File: src/pkg/slsf_pkg.sv
`default_nettype none
package slsf_pkg;
  // ==========================================================================
  // bus geometry
  localparam int unsigned ADDR_W = 13;
  localparam int unsigned DATA_W = 32;
  localparam int unsigned BE_W = 4;
  localparam int unsigned IDX_W = 11;
  localparam int unsigned WORD_SHIFT = 2;

  // ==========================================================================
  // register indices, byte address is four times the index
  localparam logic [IDX_W-1:0] IDX_LINK_PAGE = 11'h300;
  localparam logic [IDX_W-1:0] IDX_LANE_BASE = 11'h4b5;
  localparam logic [IDX_W-1:0] IDX_LANE6_LINK_HEALTH = 11'h4b6;
  localparam logic [IDX_W-1:0] IDX_LANE7_LINK_HEALTH = 11'h4b7;
  localparam logic [IDX_W-1:0] IDX_ERR_THRESHOLD = 11'h310;
  localparam logic [IDX_W-1:0] IDX_IRQ_STATUS = 11'h311;
  localparam logic [IDX_W-1:0] IDX_IRQ_MASK = 11'h312;

  // ==========================================================================
  // lane status field layout
  localparam int unsigned FLAG_W = 8;
  localparam int unsigned LANE_CNT_W = 8;
  localparam int unsigned BIT_DISPARITY = 7;
  localparam int unsigned BIT_INVALID_CODE = 6;
  localparam int unsigned BIT_STRAY_CONTROL = 5;
  localparam int unsigned BIT_DESKEW = 4;
  localparam int unsigned BIT_INITIAL_ALIGN = 3;
  localparam int unsigned BIT_CONFIG_SUM = 2;
  localparam int unsigned BIT_FRAME_SYNC = 1;
  localparam int unsigned BIT_CODE_GROUP = 0;

  // ==========================================================================
  // reset values and defaults
  localparam logic [FLAG_W-1:0] FLAGS_RST = 8'h00;
  localparam logic [LANE_CNT_W-1:0] THRESHOLD_RST = 8'h01;
  localparam int unsigned DEF_NUM_LINKS = 2;
  localparam int unsigned DEF_NUM_LANES = 3;
endpackage : slsf_pkg
`default_nettype wire

File: src/hw/slsf_lane_status_bank.sv
// The Avalon-MM register port was left to the implementer.
`timescale 1ns/1ns
`default_nettype none
// Summary of operation
// RULE1: disparity flag high when count reaches threshold
// RULE2: invalid code flag high at threshold
// RULE3: stray control flag high at threshold
// RULE4: deskew flag shows interlane alignment achieved
// RULE5: initial alignment flag shows lane sync
// RULE6: checksum flag shows received checksum matches
// RULE7: frame sync flag shows frame alignment
// RULE8: code group flag shows code group sync
// RULE9: flags show the link chosen by page
// RULE10: one byte register per lane, fixed layout
// RULE11: flags reset to zero, writes ignored
// RULE12: flags follow live state, never latched
module slsf_lane_status_bank #(
  parameter int unsigned NUM_LINKS = slsf_pkg::DEF_NUM_LINKS,
  parameter int unsigned NUM_LANES = slsf_pkg::DEF_NUM_LANES
) (
  input wire logic clk,
  input wire logic rst,
  input wire logic [slsf_pkg::ADDR_W-1:0] avs_address,
  input wire logic avs_read,
  input wire logic avs_write,
  input wire logic [slsf_pkg::DATA_W-1:0] avs_writedata,
  input wire logic [slsf_pkg::BE_W-1:0] avs_byteenable,
  output logic [slsf_pkg::DATA_W-1:0] avs_readdata,
  output logic avs_waitrequest,
  output logic irq,
  input wire logic [NUM_LINKS-1:0][NUM_LANES-1:0][slsf_pkg::LANE_CNT_W-1:0] disparity_err_count,
  input wire logic [NUM_LINKS-1:0][NUM_LANES-1:0][slsf_pkg::LANE_CNT_W-1:0] invalid_code_count,
  input wire logic [NUM_LINKS-1:0][NUM_LANES-1:0][slsf_pkg::LANE_CNT_W-1:0] stray_control_count,
  input wire logic [NUM_LINKS-1:0][NUM_LANES-1:0] deskew_ok,
  input wire logic [NUM_LINKS-1:0][NUM_LANES-1:0] initial_align_ok,
  input wire logic [NUM_LINKS-1:0][NUM_LANES-1:0] config_sum_ok,
  input wire logic [NUM_LINKS-1:0][NUM_LANES-1:0] frame_sync_ok,
  input wire logic [NUM_LINKS-1:0][NUM_LANES-1:0] code_group_sync_ok
);
  import slsf_pkg::*;

  localparam int unsigned PAGE_W = (NUM_LINKS > 1) ? $clog2(NUM_LINKS) : 1;
  localparam int unsigned LSEL_W = (NUM_LANES > 1) ? $clog2(NUM_LANES) : 1;
  localparam logic [IDX_W-1:0] LANES_IDX = IDX_W'(NUM_LANES);
  localparam logic [PAGE_W:0] LINKS_PAGE = (PAGE_W + 1)'(NUM_LINKS);

  // ==========================================================================
  // state
  typedef struct packed {
    logic [NUM_LANES-1:0][FLAG_W-1:0] status;
    logic [PAGE_W-1:0] link_page;
    logic [LANE_CNT_W-1:0] error_count_threshold;
    logic [NUM_LANES-1:0] irq_status;
    logic [NUM_LANES-1:0] irq_mask;
    logic waitreq;
    logic [DATA_W-1:0] rdata;
    logic irq;
  } slsf_state_s;

  slsf_state_s state_reg;
  slsf_state_s state_next;

  logic [NUM_LINKS-1:0][NUM_LANES-1:0][FLAG_W-1:0] link_flags;
  logic [NUM_LANES-1:0][FLAG_W-1:0] cur_flags;
  logic [DATA_W-1:0] rd_mux;
  logic [IDX_W-1:0] idx;
  logic [IDX_W-1:0] lane_off;
  logic [LSEL_W-1:0] lane_sel;
  logic lane_hit;
  logic req;
  logic accept;

  assign idx = avs_address[ADDR_W-1:WORD_SHIFT];
  assign lane_off = idx - IDX_LANE_BASE;
  assign lane_sel = lane_off[LSEL_W-1:0];
  assign lane_hit = lane_off < LANES_IDX;
  assign req = avs_read | avs_write;
  assign accept = req & ~state_reg.waitreq;

  // ==========================================================================
  // per link, per lane flag builders
  for (genvar k = 0; k < NUM_LINKS; k++) begin : g_link
    for (genvar l = 0; l < NUM_LANES; l++) begin : g_lane
      slsf_lane_flags #(
        .CNT_W(LANE_CNT_W)
      ) u_flags (
        .disparity_err_count(disparity_err_count[k][l]),
        .invalid_code_count(invalid_code_count[k][l]),
        .stray_control_count(stray_control_count[k][l]),
        .error_count_threshold(state_reg.error_count_threshold),
        .deskew_ok(deskew_ok[k][l]),
        .initial_align_ok(initial_align_ok[k][l]),
        .config_sum_ok(config_sum_ok[k][l]),
        .frame_sync_ok(frame_sync_ok[k][l]),
        .code_group_sync_ok(code_group_sync_ok[k][l]),
        .flags(link_flags[k][l])
      );
    end
  end

  // ==========================================================================
  // link paging
  always_comb begin
    cur_flags = '0;
    // RULE9 select paged link
    if ({1'b0, state_reg.link_page} < LINKS_PAGE) begin
      cur_flags = link_flags[state_reg.link_page];
    end
  end

  // ==========================================================================
  // read decode
  always_comb begin
    rd_mux = '0;
    // RULE10 lane byte map
    if (lane_hit) begin
      rd_mux[FLAG_W-1:0] = state_reg.status[lane_sel];
    end else if (idx == IDX_LINK_PAGE) begin
      rd_mux[PAGE_W-1:0] = state_reg.link_page;
    end else if (idx == IDX_ERR_THRESHOLD) begin
      rd_mux[LANE_CNT_W-1:0] = state_reg.error_count_threshold;
    end else if (idx == IDX_IRQ_STATUS) begin
      rd_mux[NUM_LANES-1:0] = state_reg.irq_status;
    end else if (idx == IDX_IRQ_MASK) begin
      rd_mux[NUM_LANES-1:0] = state_reg.irq_mask;
    end
  end

  // ==========================================================================
  // next state
  always_comb begin
    state_next = state_reg;
    // RULE12 live flag update
    state_next.status = cur_flags;
    // one wait cycle, then a single ready cycle per request
    state_next.waitreq = ~(req & state_reg.waitreq);
    if (req && state_reg.waitreq) begin
      state_next.rdata = avs_read ? rd_mux : '0;
    end
    if (accept && avs_write && avs_byteenable[0]) begin
      // RULE11 lane flags not writable
      if (idx == IDX_LINK_PAGE) begin
        state_next.link_page = avs_writedata[PAGE_W-1:0];
      end else if (idx == IDX_ERR_THRESHOLD) begin
        state_next.error_count_threshold = avs_writedata[LANE_CNT_W-1:0];
      end else if (idx == IDX_IRQ_MASK) begin
        state_next.irq_mask = avs_writedata[NUM_LANES-1:0];
      end
    end
    // only the bits that were returned are cleared
    if (accept && avs_read && idx == IDX_IRQ_STATUS) begin
      state_next.irq_status = state_reg.irq_status & ~state_reg.rdata[NUM_LANES-1:0];
    end
    // a change of any flag of a lane sets its event bit, set beats clear
    for (int i = 0; i < NUM_LANES; i++) begin
      if (cur_flags[i] != state_reg.status[i]) begin
        state_next.irq_status[i] = 1'b1;
      end
    end
    state_next.irq = |(state_next.irq_status & state_next.irq_mask);
  end

  always_ff @(posedge clk or posedge rst) begin
    if (rst) begin
      // RULE11 flags reset zero
      state_reg.status <= {NUM_LANES{FLAGS_RST}};
      state_reg.link_page <= '0;
      state_reg.error_count_threshold <= THRESHOLD_RST;
      state_reg.irq_status <= '0;
      state_reg.irq_mask <= '0;
      state_reg.waitreq <= 1'b1;
      state_reg.rdata <= '0;
      state_reg.irq <= 1'b0;
    end else begin
      state_reg <= state_next;
    end
  end

  assign avs_readdata = state_reg.rdata;
  assign avs_waitrequest = state_reg.waitreq;
  assign irq = state_reg.irq;

  logic [LANE_CNT_W-1:0] thr;
  logic [PAGE_W-1:0] pg;
  assign thr = state_reg.error_count_threshold;
  assign pg = state_reg.link_page;

  // ==========================================================================
  // per lane checks
  for (genvar l = 0; l < NUM_LANES; l++) begin : g_lane_chk

  end
endmodule : slsf_lane_status_bank
`default_nettype wire

File: src/hw/slsf_lane_flags.sv
`timescale 1ns/1ns
`default_nettype none
module slsf_lane_flags #(
  parameter int unsigned CNT_W = slsf_pkg::LANE_CNT_W
) (
  input wire logic [CNT_W-1:0] disparity_err_count,
  input wire logic [CNT_W-1:0] invalid_code_count,
  input wire logic [CNT_W-1:0] stray_control_count,
  input wire logic [CNT_W-1:0] error_count_threshold,
  input wire logic deskew_ok,
  input wire logic initial_align_ok,
  input wire logic config_sum_ok,
  input wire logic frame_sync_ok,
  input wire logic code_group_sync_ok,
  output logic [slsf_pkg::FLAG_W-1:0] flags
);
  import slsf_pkg::*;

  // ==========================================================================
  // RULE1 disparity count compare
  assign flags[BIT_DISPARITY] = disparity_err_count >= error_count_threshold;
  // RULE2 invalid code compare
  assign flags[BIT_INVALID_CODE] = invalid_code_count >= error_count_threshold;
  // RULE3 stray control compare
  assign flags[BIT_STRAY_CONTROL] = stray_control_count >= error_count_threshold;
  // RULE4 deskew state bit
  assign flags[BIT_DESKEW] = deskew_ok;
  // RULE5 initial alignment bit
  assign flags[BIT_INITIAL_ALIGN] = initial_align_ok;
  // RULE6 checksum match bit
  assign flags[BIT_CONFIG_SUM] = config_sum_ok;
  // RULE7 frame sync bit
  assign flags[BIT_FRAME_SYNC] = frame_sync_ok;
  // RULE8 code group bit
  assign flags[BIT_CODE_GROUP] = code_group_sync_ok;
endmodule : slsf_lane_flags
`default_nettype wire

File: config.mk
export PLATFORM = sky130hd
export DESIGN_NAME = slsf_lane_status_bank
export DESIGN_NICKNAME = d
export VERILOG_FILES = /design/src/pkg/slsf_pkg.sv /design/src/hw/slsf_lane_status_bank.sv /design/src/hw/slsf_lane_flags.sv
export SDC_FILE = /design/constraint.sdc
export NUM_CORES = 1
export LEC_CHECK = 0
export ABC_CLOCK_PERIOD_IN_PS = 7350
export BUFFER_PORTS_ARGS = -buffer_cell sky130_fd_sc_hd__buf_2
export CORE_MARGIN = 5
export CORE_UTILIZATION = 31
export DETAILED_ROUTE_END_ITERATION = 10
export GPL_ROUTABILITY_DRIVEN = 0
export HOLD_SLACK_MARGIN = 0.08
export RECOVER_POWER = 100
export SLEW_MARGIN = 15
export SYNTH_ARGS = -nofsm -noshare
export SYNTH_HDL_FRONTEND = slang
export SYNTH_SLANG_ARGS = --single-unit
File: constraint.sdc
create_clock -name clk -period 7.35 [get_ports clk]
set_input_delay 1.8375 -clock clk [delete_from_list [all_inputs] [get_ports clk]]
set_output_delay 1.8375 -clock clk [all_outputs]
set_load 0.005 [all_outputs]
* Word-level counts from Yosys, hierarchy flattened
Index checks and enable logic that the tools add are counted.
W data, S select, Z words.
** Word-level totals
- Flip-flop bits (word level) :: 73
- Bits of input ports :: 227
- Output and inout bits :: 34
- Word-level logic and storage cells :: 76
** Cells by class
- $add $sub $neg :: 1
- Magnitude comparators :: 21
- Eq/ne operators :: 7
- Muxes and demuxes :: 20
- Bitwise logic cells :: 9
- Reductions and logical operators :: 8
** Operator list (number)
- $ge A8 B8 Y1 :: 18
- $mux W24 :: 2
- $eq A11 B10 Y1 const B :: 4
- $mux W3 :: 8
- $mux W8 :: 3
- $ne A8 B8 Y1 :: 3
- $bmux W8 S2 :: 1
- $lt A11 B2 Y1 const B :: 1
- $sub A11 B11 Y11 const B :: 1
- $mux W7 :: 1
- $and A3 B3 Y3 :: 2
- $logic_and A1 B1 Y1 :: 5
- $mux W5 :: 1
- $mux W1 :: 4
- $lt A2 B3 Y1 const B :: 1
- $not A1 Y1 :: 3
- $not A3 Y3 :: 1
- $reduce_and A3 Y1 :: 1
- $reduce_or A3 Y1 :: 1
- $and A1 B1 Y1 :: 2
- $lt A1 B2 Y1 const B :: 1
- $reduce_and A2 Y1 :: 1
- $or A1 B1 Y1 :: 1

* Depth between registers and ports, before layout
Gate-level depths: netlist of the first run.
- Word-level depth :: 8
- Gate-level depth with buffers :: 10
- Depth with buffers taken out :: 10

* Cells and area by module
From an unflattened synthesis of the first run, not the netlist that was laid out.
** Second synthesis, totals
- Cells, all modules :: 658
- Area total of the unflattened synthesis :: 6359.8 sq um
** Modules (own cells, without submodules)
- slsf_lane_flags :: instances 6, cells each 66, area each 578.1 sq um, sequential area each 0.0 sq um
- slsf_lane_status_bank :: instances 1, cells each 262, area each 2891.5 sq um, sequential area each 1228.7 sq um

* Worst setup path after synthesis of the first run
No wires, ideal clock.
- Kind :: input-to-reg
- From :: input port disparity_err_count[0] (netlist bit)
- To :: register, netlist name irq
- Library setup time :: 0.126 ns
- Arrival time :: 4.155 ns
- Data required time :: 7.224 ns
- Slack :: 3.069 ns
- Cell stages on the path :: 10
- Buffers on the path :: 0
- Cells stage by stage :: inv_1 -> ha_1 -> nand2b_1 -> a2111oi_0 -> o21bai_1 -> a2111oi_0 -> a21oi_1 -> xor2_1 -> or4_4 -> a221o_1
** RTL lines
- from (decl) :: line slsf_lane_status_bank.sv:31 : input wire logic [NUM_LINKS-1:0][NUM_LANES-1:0][slsf_pkg::LANE_CNT_W-1:0] disparity_err_count,

==> flow_summary.toml, run 1 <==
[outcome]
status = "finished, violations left"
violations = "max-capacitance violations, max-slew violations"

[setup_path]
worst_setup_path_endpoint = "irq"
crit_path_max_fanout = 5
crit_path_end_kind = "flop"
worstPathArrival_ns = 4.84
r2r-end = "irq"
critPathLaunch = "avs_address[5]"
worst_r2r_path_depth = 10
r2r-start = "thr[1]"
cp-start-kind = "primary input"
critical_path_required_ns = 7.51
worstSetupPathType = "primary input to flop"
r2r_setup_slack_ns = 3.84

[logic_synthesis]
synth_top_cell_area_share_pct = 32.03
synth_fa_ha_area_share_pct = 32.03
synth_ff_type = "dfrtp_1"
yosysSeqAreaShare_pct = 21.25
synth_common_cells = "ha_1 (148), dfrtp_1 (47), inv_1 (36)"
synth_top_area_cell = "ha_1"
synth.mux.area_fraction_pct = 5.259
syn_area_per_cell_um2 = 9.557
syn_area_um2 = 5782
synth-simple-area-share_pct = 11.43
syn_inst = 605
ys.warnings.count = 0
synth_top_family_by_area = "adder cells"
ys_ff_latch = 49
ys_async_sr_fraction_pct = 100.0
yosysMostFrequentCell = "ha_1"
synthTopCellsByArea = "ha_1 (32%), dfrtp_1 (20%), buf_4 (4.2%)"
ys_types = 62
synth_edf_count = 0
synth_compound_area_share_pct = 19.52
synth_xor_area_share_pct = 3.181

[die]
ioPinCount = 261
die_x_um = 146.6
dieArea_um2 = 21480
core_area_um2 = 18520
start_util_pct = 31.22
die_h_um = 146.6
rows = 50

[global_route]
grt_pass1_vias = 5168
use_met1_pct = 20.22
grt_max_degree = 50
globalRouteMet2Util_pct = 26.86
antenna_found_initial = 1
globalRouteOverflowTotal = 0
grt_pass1_wl_um = 26780
groute.usage.overall_pct = 15.42
top_usage_layer = "met2"
grt.met3_usage_pct = 3.228

[routing]
drc = 0
via_count = 5048
dr.pass1.iters = 4
drt_iter0_markers = 223
ant_nets = 0
routed_wl_um = 17140
viasPerCell = 4.826
wl_per_cell_um = 16.39

[cells_and_area]
syn2layout_area_growth_pct = 22.64
nets = 1185
final_util_pct = 38.29
multiInputGateArea_um2 = 4190
n_fill_cell = 1897
drive_gt1_share_pct = 27.25
largest_register_ffs = 30
stdcell_area_um2 = 7091
finalNonFillerCells = 1046
ff_latch_area_um2 = 1229

[clock_tree]
cts_root_buf = "clkbuf_16"
cts.sinks = 49
clk_pin_slew_ns = 0.06
clock_latency_ns = 0.29
cts_max_level = 2
cts_buffers = 5
cts_tree = "built"
clockBufferDepth = 2
ctsResizeCount = 0
holdBufCountCts = 0
post_cts_buffers = 0

[placed_design]
placed_area_um2 = 6983
port_buffers = 207
post-place-ws_ns = 2.663
dp_cells = 1037
dp_hpwl_um = 14070

[sta]
maxSlewHeadroom_pct = -43.37
rsz0062_at_grt = "no"
finalHoldViolCount = 0
finalWorstSetupSlack_ns = 2.677
setup-tns-final_ns = 0
worst_pin_slew_ns = 2.139
slew_violations = 50
clock_skew_ns = 0.008030
setup_viol = 0
fin_crit_ns = 4.673
max_clock_freq_mhz = 214.0
holdWs_ns = 0.4983
period_share_pct = 63.57

[flow_run]
max_cap_viol_count = 1

[power]
ir_drop_uv = 74.37
total_power_mw = 0.6593
cellLeakagePower_nw = 3.870
power_density_nw_per_um2 = 92.99

[worst_hold_path]
hp-class = "flop to flop"
-- area by class of cell --
class	instances	area share [%]
antenna	1	0.03529
clock buffer	6	1.818
clock inverter	2	0.2118
inverter	37	1.976
multi-input combinational	501	59.10
sequential	49	17.33
tap	234	4.129
timing repair buffer	216	15.41
-- cells by family (layout without fill, tap and decap cells) --
kind of cell,after synthesis,in the layout
buffers and inverters,78,261
multiplexers,28,28
AND/OR/NAND/NOR,118,118
other,1,25
adder cells (fa/ha/maj),148,148
AO/OA/AOI/OAI,162,162
flip-flops,49,49
XOR/XNOR,21,21
-- placed cells by master (no fill, tap or decap), types with 10 or more instances in the layout --
master	n
buf_2	198
ha_1	148
dfrtp_1	47
inv_1	35
o21ai_0	31
nor2_1	31
a21oi_1	27
conb_1	24
nand2_1	21
mux2_1	17
nand2b_1	16
o21a_1	14
a2111oi_0	13
a21o_1	12
xor2_1	12
a211oi_1	12
clkbuf_1	10
-- worst min-delay path by stage --
| stage | start | slack [ns] | endpoint | cells past startpoint |
|---|---|---|---|---|
| finish | avs_readdata[4] | 0.50 | avs_readdata[4] | 1 |
| CTS | avs_readdata[4] | 0.50 | avs_readdata[4] | 1 |
| global placement | avs_readdata[4] | 0.49 | avs_readdata[4] | 1 |
| floorplan | state_reg[36] | 0.47 | state_reg[36] | 2 |
| detailed placement | avs_readdata[4] | 0.49 | avs_readdata[4] | 1 |
| global route | avs_readdata[4] | 0.52 | avs_readdata[4] | 1 |
-- worst max-delay path: stages --
cell      delay [ns]
clkbuf_1        0.13
or4_2           0.66
nor4_1          0.52
nand2_2         0.18
nor2_1          0.21
nand2_1         0.11
a2111o_1        0.41
or4_1           0.45
a221o_1         0.33
-- report_power, final --
| part | internal [mW] | switching (mW) |
|---|---|---|
| registers | 0.276 | 0.00415 |
| clock network | 0.126 | 0.101 |
| logic | 0.0774 | 0.0749 |
| total | 0.479 | 0.180 |
-- metal layers --
metal  vias up  part of all wire (%)  wire length (um)
met5         -                     0                 0
met4         0                  0.88               151
met3        11                   6.9              1179
met2       140                    48              8144
met1      2245                    45              7663
li1       2652                     -                 -
Note: power is estimated with default switching activity, not from simulation.
==> run 2: changes to the inputs <==
--- a/config.mk
+++ b/config.mk
@@ -5,7 +5,7 @@
 export SDC_FILE = /design/constraint.sdc
 export NUM_CORES = 1
 export LEC_CHECK = 0
-export ABC_CLOCK_PERIOD_IN_PS = 7350
+export ABC_CLOCK_PERIOD_IN_PS = 4700
 export BUFFER_PORTS_ARGS = -buffer_cell sky130_fd_sc_hd__buf_2
 export CORE_MARGIN = 5
 export CORE_UTILIZATION = 31
==> constraint.sdc (replaced) <==
create_clock -name clk -period 4.7 [get_ports clk]
set_input_delay 1.175 -clock clk [delete_from_list [all_inputs] [get_ports clk]]
set_output_delay 1.175 -clock clk [all_outputs]
set_load 0.005 [all_outputs]
==> flow_summary.toml, run 2 (synthesis results as in run 1) <==
[routing]
routed_wl_um = 17290
drt_iter0_markers = 267
ant_nets = 0
wl_per_cell_um = 16.49
viasPerCell = 4.846
via_count = 5079
drc = 0
dr.pass1.iters = 4

[cells_and_area]
largest_register_ffs = 30
n_fill_cell = 1883
final_common_cell = "buf_2"
final_util_pct = 38.42
drive_gt1_share_pct = 27.06
stdcell_area_um2 = 7114
final_cell_mix = "buf_2 (198), ha_1 (148), dfrtp_1 (47)"
finalNonFillerCells = 1048
ff_latch_area_um2 = 1229
syn2layout_area_growth_pct = 23.05
multiInputGateArea_um2 = 4190
nets = 1187

[die]
core_area_um2 = 18520
die_h_um = 146.6
die_x_um = 146.6
rows = 50
dieArea_um2 = 21480
ioPinCount = 261
start_util_pct = 31.22

[power]
power_density_nw_per_um2 = 153.1
p_comb_share_pct = 21.9
p_int_mw = 0.8051
cellLeakagePower_nw = 3.878
switching_share_pct = 26.08
p_switching_mw = 0.2841
total_power_mw = 1.089
pwr-share-clk_pct = 37.9
ir_drop_uv = 189.5
seq_power_share_pct = 40.2

[worst_hold_path]
hp-start = "avs_readdata[4]"
hp-class = "flop to flop"

[sta]
slew_violations = 50
setup_viol = 0
max_clock_freq_mhz = 253.5
period_share_pct = 83.94
maxSlewHeadroom_pct = -44.95
fin_crit_ns = 3.945
finalHoldViolCount = 0
finalWorstSetupSlack_ns = 0.7549
worst_pin_slew_ns = 2.162
rsz0062_at_grt = "no"
clock_skew_ns = 0.007287
holdWs_ns = 0.5103
setup-tns-final_ns = 0

[clock_tree]
clk_pin_slew_ns = 0.07
clockBufferDepth = 2
ctsResizeCount = 0
post_cts_buffers = 0
cts_root_buf = "clkbuf_16"
cts.sinks = 49
cts_buffers = 5
cts_max_level = 2
holdBufCountCts = 0
cts_tree = "built"
clock_latency_ns = 0.29

[setup_path]
crit_path_max_fanout = 5
worstSetupPathType = "primary input to flop"
cp-start-kind = "primary input"
critPathLaunch = "avs_address[5]"
crit_chain = "clkbuf_1, or4_2, nor4_1, nand2_2, nor2_1, nand2_1, a2111o_1, or4_1, a221o_1"
r2r-start = "thr[1]"
critical_path.top_delay_family = "simple AND/OR/NAND/NOR gates"
critical_path_required_ns = 4.88
crit_buf_inv = 1
crit_path_max_incr_delay_ns = 0.65
worstPathArrival_ns = 4.12
cpMaxStageDelayCell = "or4_2"
crit_path_end_kind = "flop"

[global_route]
grt_pass1_wl_um = 27050
grt_max_degree = 50
antenna_found_initial = 2
grt_pass1_vias = 5210
groute.usage.overall_pct = 15.55
globalRouteOverflowTotal = 0

[placed_design]
dp_cells = 1039
placed_area_um2 = 6998
port_buffers = 207
post-place-ws_ns = 0.6850
dp_hpwl_um = 14220

[flow_run]
max_cap_viol_count = 1

[outcome]
status = "finished, violations left"
violations = "max-capacitance violations, max-slew violations"
-- run 2: cell types whose count changed in the layout (fill, tap and decap cells not counted), sizes merged --
| cell | change |
|---|---|
| buf | -2 |
| clkinvlp | -2 |
| bufinv | +1 |
| clkbuf | +4 |
| clkinv | +1 |
-- run 2: layer usage --
metal  vias to the layer above  share of wire (%)  GRT usage [%]
met2                       157                 48          26.72
met5                         -              0.075              0
met3                        19                6.0          2.980
li1                       2645                  -              -
met4                         2                1.4          2.775
met1                      2256                 45          20.54
-- run 2: path summary, 6_finish.rpt --
| check | end | depth (start not counted) | slack [ns] |
|---|---|---|---|
| setup / recovery | irq | 9 | 0.75 |
| hold / removal | avs_readdata[4] | 1 | 0.51 |
| setup reg to reg | irq | 10 | 1.00 |
| hold reg to reg | avs_readdata[4] | 1 | 0.51 |
| max in group asynchronous | avs_readdata[0] | 2 | 2.26 |
| min in group asynchronous | state_reg[61] | 2 | 1.45 |
-- run 2: area by class of cell --
| type | count | area share, % |
|---|---|---|
| timing repair buffer | 218 | 15.35 |
| multi-input combinational | 501 | 58.90 |
| clock inverter | 2 | 0.5452 |
| tap | 234 | 4.115 |
| sequential | 49 | 17.27 |
| inverter | 37 | 1.970 |
| antenna | 1 | 0.03517 |
| clock buffer | 6 | 1.811 |
-- run 2: worst register-to-register path, stage by stage (launching register included) --
cell and delay, ns:
dfrtp_1 0.36, inv_1 0.51, clkbuf_1 0.49, ha_1 0.34, a2111oi_0 0.40, nor3b_1 0.11, o2111ai_1 0.21, a22oi_1 0.17
xor2_1 0.18, or4_1 0.51, a221o_1 0.31
-- run 2: power groups by stage --
stage	clock network, mW	registers, mW	logic (mW)
floorplan	0	0.444	0.136
global placement	0	0.446	0.241
detailed placement	0	0.446	0.243
CTS	0.415	0.438	0.245
global route	0.435	0.439	0.277
finish	0.413	0.438	0.239
